<file path="src/core/rtcsw_cfg.svh">
// Offsets, field positions, reset values and timing counts of the slow-clock block.
`ifndef RTCSW_CFG_SVH
`define RTCSW_CFG_SVH

`define RTCSW_ADR_W 8
`define RTCSW_OFF_SECONDS 8'h00
`define RTCSW_OFF_STATUS 8'h04
`define RTCSW_OFF_MASK 8'h08
`define RTCSW_OFF_STATE 8'h0C
`define RTCSW_OFF_PMCTL 8'h98

`define RTCSW_PMCTL_DB_EN_BIT 0
`define RTCSW_PMCTL_RESET 32'h0000_0000
`define RTCSW_MASK_RESET 3'h0
`define RTCSW_SECONDS_RESET 32'h0000_0000

`define RTCSW_EVT_WAKE_BIT 0
`define RTCSW_EVT_SEC_BIT 1
`define RTCSW_EVT_GATE_BIT 2
`define RTCSW_STATE_GATED_BIT 0
`define RTCSW_STATE_WAKE_BIT 1

`define RTCSW_MCLK_HZ 125000000
`define RTCSW_SLOW_HZ 32768
`define RTCSW_SEC_DIV 32768
`define RTCSW_DB_SAMPLES 3

`endif

</file>
<file path="src/core/rtcsw_pkg.sv">
// Types shared by the slow-clock block.
`default_nettype none
package rtcsw_pkg;

  typedef struct packed {
    logic gate;
    logic sec;
    logic wake;
  } rtcsw_evt_t;

  typedef enum logic [2:0] {
    RTCSW_DB_LOW = 3'b001,
    RTCSW_DB_RISE = 3'b010,
    RTCSW_DB_HIGH = 3'b100
  } rtcsw_db_state_t;

endpackage
`default_nettype wire

</file>
<file path="src/core/rtcsw_top.sv">
// Slow-clock time keeping, wake de-bounce and Wishbone register file.
//
// Local design decision: the Wishbone interface to the registers.
`default_nettype none
`include "rtcsw_cfg.svh"

module rtcsw_top
  import rtcsw_pkg::*;
#(
  parameter int MCLK_HZ = `RTCSW_MCLK_HZ,
  parameter int SLOW_HZ = `RTCSW_SLOW_HZ,
  parameter int SEC_DIV = `RTCSW_SEC_DIV,
  parameter int DB_SAMPLES = `RTCSW_DB_SAMPLES
) (
  input wire logic mclk,
  input wire logic sys_rst,
  input wire logic wb_cyc_i,
  input wire logic wb_stb_i,
  input wire logic wb_we_i,
  input wire logic [`RTCSW_ADR_W-1:0] wb_adr_i,
  input wire logic [3:0] wb_sel_i,
  input wire logic [31:0] wb_dat_i,
  output logic [31:0] wb_dat_o,
  output logic wb_ack_o,
  input wire logic core_supply_ok,
  input wire logic power_on_reset_input_n,
  input wire logic external_wake_input,
  output logic slow_clock_gated,
  output logic wake_detected,
  output logic [31:0] seconds_count,
  output logic irq
);

  // Accumulator width follows from the master clock rate, prescaler and filter widths from the counts.
  localparam int ACC_W = $clog2(MCLK_HZ) + 1;
  localparam int PRE_W = $clog2(SEC_DIV);
  localparam int DBC_W = $clog2(DB_SAMPLES + 1);

  // Constants are sized to the registers that they meet.
  localparam logic [ACC_W-1:0] ACC_MOD = ACC_W'(MCLK_HZ);
  localparam logic [ACC_W-1:0] ACC_INC = ACC_W'(SLOW_HZ);
  localparam logic [PRE_W-1:0] PRE_LAST = PRE_W'(SEC_DIV - 1);
  localparam logic [DBC_W-1:0] DBC_LAST = DBC_W'(DB_SAMPLES - 1);

  // Word decode: the two low address bits select no register.
  function automatic logic reg_hit(
    input logic [`RTCSW_ADR_W-1:0] adr,
    input logic [`RTCSW_ADR_W-1:0] off
  );
    reg_hit = (adr[`RTCSW_ADR_W-1:2] == off[`RTCSW_ADR_W-1:2]);
  endfunction

  // Byte-lane merge of write data into an old word.
  function automatic logic [31:0] sel_merge(
    input logic [31:0] old,
    input logic [31:0] wdat,
    input logic [3:0] sel
  );
    sel_merge = old;
    for (int i = 0; i < 4; i++) begin
      if (sel[i]) begin
        sel_merge[8*i +: 8] = wdat[8*i +: 8];
      end
    end
  endfunction

  // Gate state and slow tick generation.
  logic gated_r;
  logic gated_q_r;
  logic [ACC_W-1:0] acc_r;
  logic [ACC_W-1:0] acc_nxt;

  // Time keeping.
  logic [PRE_W-1:0] pre_r;
  logic [31:0] sec_r;
  logic [31:0] sec_nxt;

  // Wake input and de-bounce filter.
  logic wake_in_r;
  logic wake_lvl_q_r;
  rtcsw_db_state_t db_state_r;
  rtcsw_db_state_t db_state_nxt;
  logic [DBC_W-1:0] db_cnt_r;
  logic [DBC_W-1:0] db_cnt_nxt;

  // Software visible registers.
  logic [31:0] pmctl_r;
  logic [2:0] status_r;
  logic [2:0] status_nxt;
  logic [2:0] mask_r;

  // Bus answer.
  logic ack_r;
  logic [31:0] dat_r;

  // Gating cause and slow tick.
  wire gate_cond = ~core_supply_ok | ~power_on_reset_input_n;
  wire [ACC_W-1:0] acc_sum = acc_r + ACC_INC;
  wire acc_wrap = (acc_sum >= ACC_MOD);
  wire slow_tick = acc_wrap & ~gated_r;
  wire sec_tick = slow_tick & (pre_r == PRE_LAST);

  // Wake level seen by the rise detector, filtered or bypassed.
  wire db_en = pmctl_r[`RTCSW_PMCTL_DB_EN_BIT];
  wire db_out = (db_state_r == RTCSW_DB_HIGH);
  wire wake_lvl = db_en ? db_out : wake_in_r;
  rtcsw_evt_t evt;

  // Register decode; a request is taken only while no ack stands.
  wire req = wb_cyc_i & wb_stb_i & ~ack_r;
  wire wr = req & wb_we_i;
  wire rd = req & ~wb_we_i;
  wire hit_sec = reg_hit(wb_adr_i, `RTCSW_OFF_SECONDS);
  wire hit_stat = reg_hit(wb_adr_i, `RTCSW_OFF_STATUS);
  wire hit_mask = reg_hit(wb_adr_i, `RTCSW_OFF_MASK);
  wire hit_state = reg_hit(wb_adr_i, `RTCSW_OFF_STATE);
  wire hit_pm = reg_hit(wb_adr_i, `RTCSW_OFF_PMCTL);
  wire sec_wr = wr & hit_sec;
  wire mask_wr = wr & hit_mask;
  wire pm_wr = wr & hit_pm;
  wire [31:0] wmask = sel_merge(32'h0000_0000, 32'hFFFF_FFFF, wb_sel_i);
  wire [2:0] status_clr = (wr & hit_stat) ? (wb_dat_i[2:0] & wmask[2:0]) : 3'h0;
  wire [31:0] state_word = {30'h0, wake_lvl, gated_r};
  wire [31:0] rd_mux = hit_sec ? sec_r :
                       hit_stat ? {29'h0, status_r} :
                       hit_mask ? {29'h0, mask_r} :
                       hit_state ? state_word :
                       hit_pm ? pmctl_r : 32'h0000_0000;

  // Event sources; a set in the same cycle as a clear wins.
  assign evt.wake = wake_lvl & ~wake_lvl_q_r;
  assign evt.sec = sec_tick;
  assign evt.gate = gated_r & ~gated_q_r;
  assign status_nxt = (status_r & ~status_clr) | evt;

  // The slow clock is modelled as a tick from a phase accumulator; gating suppresses the tick.
  assign acc_nxt = acc_wrap ? acc_sum - ACC_MOD : acc_sum;

  // A software load of the seconds counter wins over a tick in the same cycle.
  assign sec_nxt = sec_wr ? sel_merge(sec_r, wb_dat_i, wb_sel_i) :
                   sec_tick ? sec_r + 32'h0000_0001 : sec_r;

  // The filter only advances on slow ticks, so a wake pulse seen while gated never passes it.
  // A level must be seen high on a run of slow ticks before the filter output rises.
  // Any low sample on a tick sends the filter back to idle.
  always_comb begin
    db_state_nxt = db_state_r;
    db_cnt_nxt = db_cnt_r;
    if (slow_tick) begin
      unique case (db_state_r)
        // Idle: the first high sample starts the count.
        RTCSW_DB_LOW: begin
          db_cnt_nxt = '0;
          if (wake_in_r) begin
            db_state_nxt = (DB_SAMPLES <= 1) ? RTCSW_DB_HIGH : RTCSW_DB_RISE;
            db_cnt_nxt = DBC_W'(1);
          end
        end
        // Counting: the last of the required samples raises the output.
        RTCSW_DB_RISE: begin
          if (!wake_in_r) begin
            db_state_nxt = RTCSW_DB_LOW;
            db_cnt_nxt = '0;
          end else if (db_cnt_r == DBC_LAST) begin
            db_state_nxt = RTCSW_DB_HIGH;
          end else begin
            db_cnt_nxt = db_cnt_r + DBC_W'(1);
          end
        end
        // High: the output stands until a low sample.
        RTCSW_DB_HIGH: begin
          if (!wake_in_r) begin
            db_state_nxt = RTCSW_DB_LOW;
            db_cnt_nxt = '0;
          end
        end
        default: begin
          db_state_nxt = RTCSW_DB_LOW;
          db_cnt_nxt = '0;
        end
      endcase
    end
  end

  // The gate state is the registered cause; its delayed copy finds the entry edge.
  always_ff @(posedge mclk or posedge sys_rst) begin
    if (sys_rst) begin
      gated_r <= 1'b0;
      gated_q_r <= 1'b0;
    end else begin
      gated_r <= gate_cond;
      gated_q_r <= gated_r;
    end
  end

  // The accumulator runs on through gating; only its tick is suppressed.
  always_ff @(posedge mclk or posedge sys_rst) begin
    if (sys_rst) begin
      acc_r <= '0;
    end else begin
      acc_r <= acc_nxt;
    end
  end

  // The prescaler counts slow ticks and so stops while the slow clock is gated.
  always_ff @(posedge mclk or posedge sys_rst) begin
    if (sys_rst) begin
      pre_r <= '0;
    end else if (slow_tick) begin
      pre_r <= sec_tick ? '0 : pre_r + PRE_W'(1);
    end
  end

  // The seconds counter loses the gated interval.
  always_ff @(posedge mclk or posedge sys_rst) begin
    if (sys_rst) begin
      sec_r <= `RTCSW_SECONDS_RESET;
    end else begin
      sec_r <= sec_nxt;
    end
  end

  // The wake pin is sampled on every clock, gated or not.
  always_ff @(posedge mclk or posedge sys_rst) begin
    if (sys_rst) begin
      wake_in_r <= 1'b0;
    end else begin
      wake_in_r <= external_wake_input;
    end
  end

  // The previous wake level feeds the rise detector.
  always_ff @(posedge mclk or posedge sys_rst) begin
    if (sys_rst) begin
      wake_lvl_q_r <= 1'b0;
    end else begin
      wake_lvl_q_r <= wake_lvl;
    end
  end

  // Filter state and sample count.
  always_ff @(posedge mclk or posedge sys_rst) begin
    if (sys_rst) begin
      db_state_r <= RTCSW_DB_LOW;
      db_cnt_r <= '0;
    end else begin
      db_state_r <= db_state_nxt;
      db_cnt_r <= db_cnt_nxt;
    end
  end

  // Control word; bits other than the enable are stored as written.
  always_ff @(posedge mclk or posedge sys_rst) begin
    if (sys_rst) begin
      pmctl_r <= `RTCSW_PMCTL_RESET;
    end else if (pm_wr) begin
      pmctl_r <= sel_merge(pmctl_r, wb_dat_i, wb_sel_i);
    end
  end

  // Interrupt mask, written lane by lane.
  always_ff @(posedge mclk or posedge sys_rst) begin
    if (sys_rst) begin
      mask_r <= `RTCSW_MASK_RESET;
    end else if (mask_wr) begin
      mask_r <= (wb_dat_i[2:0] & wmask[2:0]) | (mask_r & ~wmask[2:0]);
    end
  end

  // Sticky status bits.
  always_ff @(posedge mclk or posedge sys_rst) begin
    if (sys_rst) begin
      status_r <= 3'h0;
    end else begin
      status_r <= status_nxt;
    end
  end

  // Ack is a one-cycle pulse for each taken request.
  always_ff @(posedge mclk or posedge sys_rst) begin
    if (sys_rst) begin
      ack_r <= 1'b0;
    end else begin
      ack_r <= req;
    end
  end

  // Read data is captured as the request is taken and stands until the next read.
  always_ff @(posedge mclk or posedge sys_rst) begin
    if (sys_rst) begin
      dat_r <= 32'h0000_0000;
    end else if (rd) begin
      dat_r <= rd_mux;
    end
  end

  // Outputs come from flip-flops; the interrupt is formed from registers only.
  assign wb_ack_o = ack_r;
  assign wb_dat_o = dat_r;
  assign slow_clock_gated = gated_r;
  assign wake_detected = status_r[`RTCSW_EVT_WAKE_BIT];
  assign seconds_count = sec_r;
  assign irq = |(status_r & mask_r);

endmodule
`default_nettype wire

</file>
<file path="config.mk">
export PLATFORM = sky130hd
export DESIGN_NAME = rtcsw_top
export DESIGN_NICKNAME = d
export VERILOG_FILES = /design/src/core/rtcsw_pkg.sv /design/src/core/rtcsw_top.sv
export VERILOG_INCLUDE_DIRS = /design/src /design/src/core
export SDC_FILE = /design/constraint.sdc
export NUM_CORES = 1
export LEC_CHECK = 0
export ABC_AREA = 0
export BUFFER_PORTS_ARGS = -buffer_cell sky130_fd_sc_hd__buf_2
export CAP_MARGIN = 20
export CORE_MARGIN = 5
export CORE_UTILIZATION = 37
export CTS_BUF_LIST = sky130_fd_sc_hd__clkbuf_8
export DETAILED_ROUTE_END_ITERATION = 12
export REMOVE_ABC_BUFFERS = 1
export SYNTH_ARGS = -nofsm -noshare
export SYNTH_HDL_FRONTEND = slang
export SYNTH_SLANG_ARGS = --single-unit
</file>
<file path="constraint.sdc">
create_clock -name mclk -period 5.8 [get_ports mclk]
set_input_delay 1.16 -clock mclk [delete_from_list [all_inputs] [get_ports mclk]]
set_output_delay 1.16 -clock mclk [all_outputs]
set_load 0.01 [all_outputs]
</file>
==> reports/metrics.cfg <==
[logic_synthesis]
synth_edf_count = 0
synth.top_cell.area_share_pct = 45.3
ys_ff_latch = 149
yosys-top-cells-area = dfrtp_1 (45%), mux2_2 (5.1%), nor2_1 (3.8%)
async_flop_share_pct = 100
syn_avg_cell_area_um2 = 9.78
ys.flop_type = dfrtp_1
yosysSeqAreaShare_pct = 45.6
synth_cells = 837
netlist_area_mm2 = 0.00818
ys_types = 80
synth_area_leader_cell = dfrtp_1
ys_warn_count = 0

[floorplan]
core_mm2 = 0.0218
die_h_um = 159
die_x_um = 159
die_area_mm2 = 0.0252
start_util_pct = 37.5
pin_count = 120
fp-row-count = 54

[final_layout]
final_nets = 1000
final_util_pct = 43.3
multiInputGateArea_mm2 = 0.00418
area_growth_pct = 15.4
final_cells = 1233
fill_cells = 2128
post-route-cell-area_mm2 = 0.00944
seqCellArea_mm2 = 0.00373
diodes = 0
drive_above_1_share_pct = 24.3

[worst_setup_path]
cp_top_family = simple AND/OR/NAND/NOR gates
criticalPathCategory = register to register
crit_buf_inv = 1
crit_path_start_kind = register
worstPathRequired_ns = 6.13
crit_path_top_delay_cell = nor3_2
cpPeakStageDelay_ns = 0.81
crit_chain = ha_1, nand4_4, nor3_1, xor2_1, a21oi_2, buf_4, nor3_2, and3_1, a31oi_1
end_kind = register
crit_path_max_fanout = 14
cp.arrival_ns = 4.19

[clock_tree]
worstSkewPairLatency_ns = 0.46
cts_hold_buf = 0
clkSlewWorstSetupHoldPaths_ns = 0.08
cts.path.max_buffers = 2
clock-root-buffer = clkbuf_8
h-tree-depth = 4
cts_buffers = 17
cts_tree = yes
post_cts_resized = 0
post_cts_buffers = 0
cts_num_sinks = 149

[grt]
grt_pass1_wl_um = 36500
overflow = 0
grt_pass1_vias = 6771
grt_start_max_net_pins = 112
track_usage_pct = 17.3
antenna_found_initial = 0

[timing]
slew_headroom_pct = 27.6
hold-worst-slack_ns = 0.430
rsz0062_at_grt = false
slew_viol_final = 0
tns_ns = 0
fmax_ghz = 0.259
setup_viol = 0
tightest_slew_ns = 1.08
min_period_ns = 3.87
clock_skew_ns = 0.0180
fin_crit_sh_pct = 66.7
worst_slack_ns = 1.93
finalHoldViolations = 0

[power]
power_density_mw_per_mm2 = 237
p_leak_nw = 4.08
peakVddDrop_v = 0.000136
total_power_mw = 2.24

[place]
place_hpwl_um = 15000
io_buffers = 117
dp_slack_ns = 1.68
place_area_mm2 = 0.00898
dp.cells = 1199
gp_congestion = 0.810

[outcome]
status = complete, no violations

[drt]
drt_wl_total_um = 22000
drtIter0Drc = 458
num_vias = 6879
drtPass1Iterations = 5
drc = 0
detail-route-antenna-nets = 0
viasPerCell = 5.58
drt-wirelength-per-cell_um = 17.8

[hold_path]
hold_class = register to register

[flow_run]
drv_cap = 0

[layout make-up]
type | instances | share of cell area [%]
Clock buffer | 18 | 2.62
Clock inverter | 14 | 1.85
Inverter | 19 | 0.808
Multi-Input combinational cell | 626 | 44.3
Sequential cell | 149 | 39.5
Tap cell | 280 | 3.71
Timing Repair Buffer | 127 | 7.25
[cell families (layout without fill, tap and decap cells)]
group	Yosys count	in the layout	share of synthesized area, %
compound gates	203	203	17.2
xor+xnor	38	38	4.07
fa+ha+maj	8	8	1.22
buf+inv	62	178	3.52
flops	149	149	45.6
mux	54	54	7.17
simple gates	323	323	21.3
[registers in the layout, summed over array words and instances (netlist names), named ones only]
name,cells
acc_r,22
db_cnt_r,2
db_state_r,3
gated_q_r,1
pmctl_r,32
pre_r,15
seconds_count,32
slow_clock_gated,1
status_r,3
wake_in_r,1
wake_lvl_q_r,1
wb_ack_o,1
wb_dat_o,32
[cell usage in the layout, fill, tap and decap left out, drive strengths merged, types with 5 or more instances in the layout]
master and instances:
or2 5, xnor2 28, dfrtp 148, mux2i 17
nor2b 11, inv 24, nand2 71, xor2 10
nand4 24, nor4 22, ha 8, mux2 37
a31oi 11, buf 127, a211oi 7, and2 10
nor3 19, and3 16, nor2 82, o21ai 28
and4 6, nand3 28, a21oi 56, a31o 6
nand2b 7, o31ai 13, o21a 6, clkbuf 18
a22oi 29
[Yosys cell counts (19+ instances only)]
cell type / n
nor2_1: 82
a21oi_1: 55
inv_1: 19
nand4_1: 22
o21ai_0: 28
nand2_1: 71
mux2_2: 37
nand3_1: 27
dfrtp_1: 148
xnor2_1: 28
clkbuf_1: 26
a22oi_1: 29
[power breakdown]
group | switching [mW] | leakage [nW] | internal [mW]
clock | 0.431 | 0.205 | 0.442
combinational | 0.128 | 1.93 | 0.0931
sequential | 0.0467 | 1.94 | 1.10
total | 0.606 | 4.08 | 1.63
[routing by layer]
layer | part of all wire [%] | vias up | GRT usage [%] | wire (um)
li1 | - | 3299 | - | -
met1 | 49 | 3406 | 25.9 | 10800
met2 | 45 | 160 | 25.7 | 9920
met3 | 4.3 | 14 | 2.75 | 942
met4 | 1.2 | 0 | 5.01 | 258
met5 | 0 | - | 0 | 0
[final timing paths]
kind | from | endpoint | slack (ns) | cells past startpoint
min | wake_lvl_q_r | status_r[0] | 0.43 | 1
max in group asynchronous | sys_rst | wb_dat_o[28] | 3.91 | 4
max | acc_r[15] | seconds_count[29] | 1.93 | 9
min in group asynchronous | sys_rst | pmctl_r[11] | 0.67 | 2
min reg2reg | wake_lvl_q_r | status_r[0] | 0.43 | 1
max reg2reg | acc_r[15] | seconds_count[29] | 1.93 | 9
(Power assumes the default switching activity.)
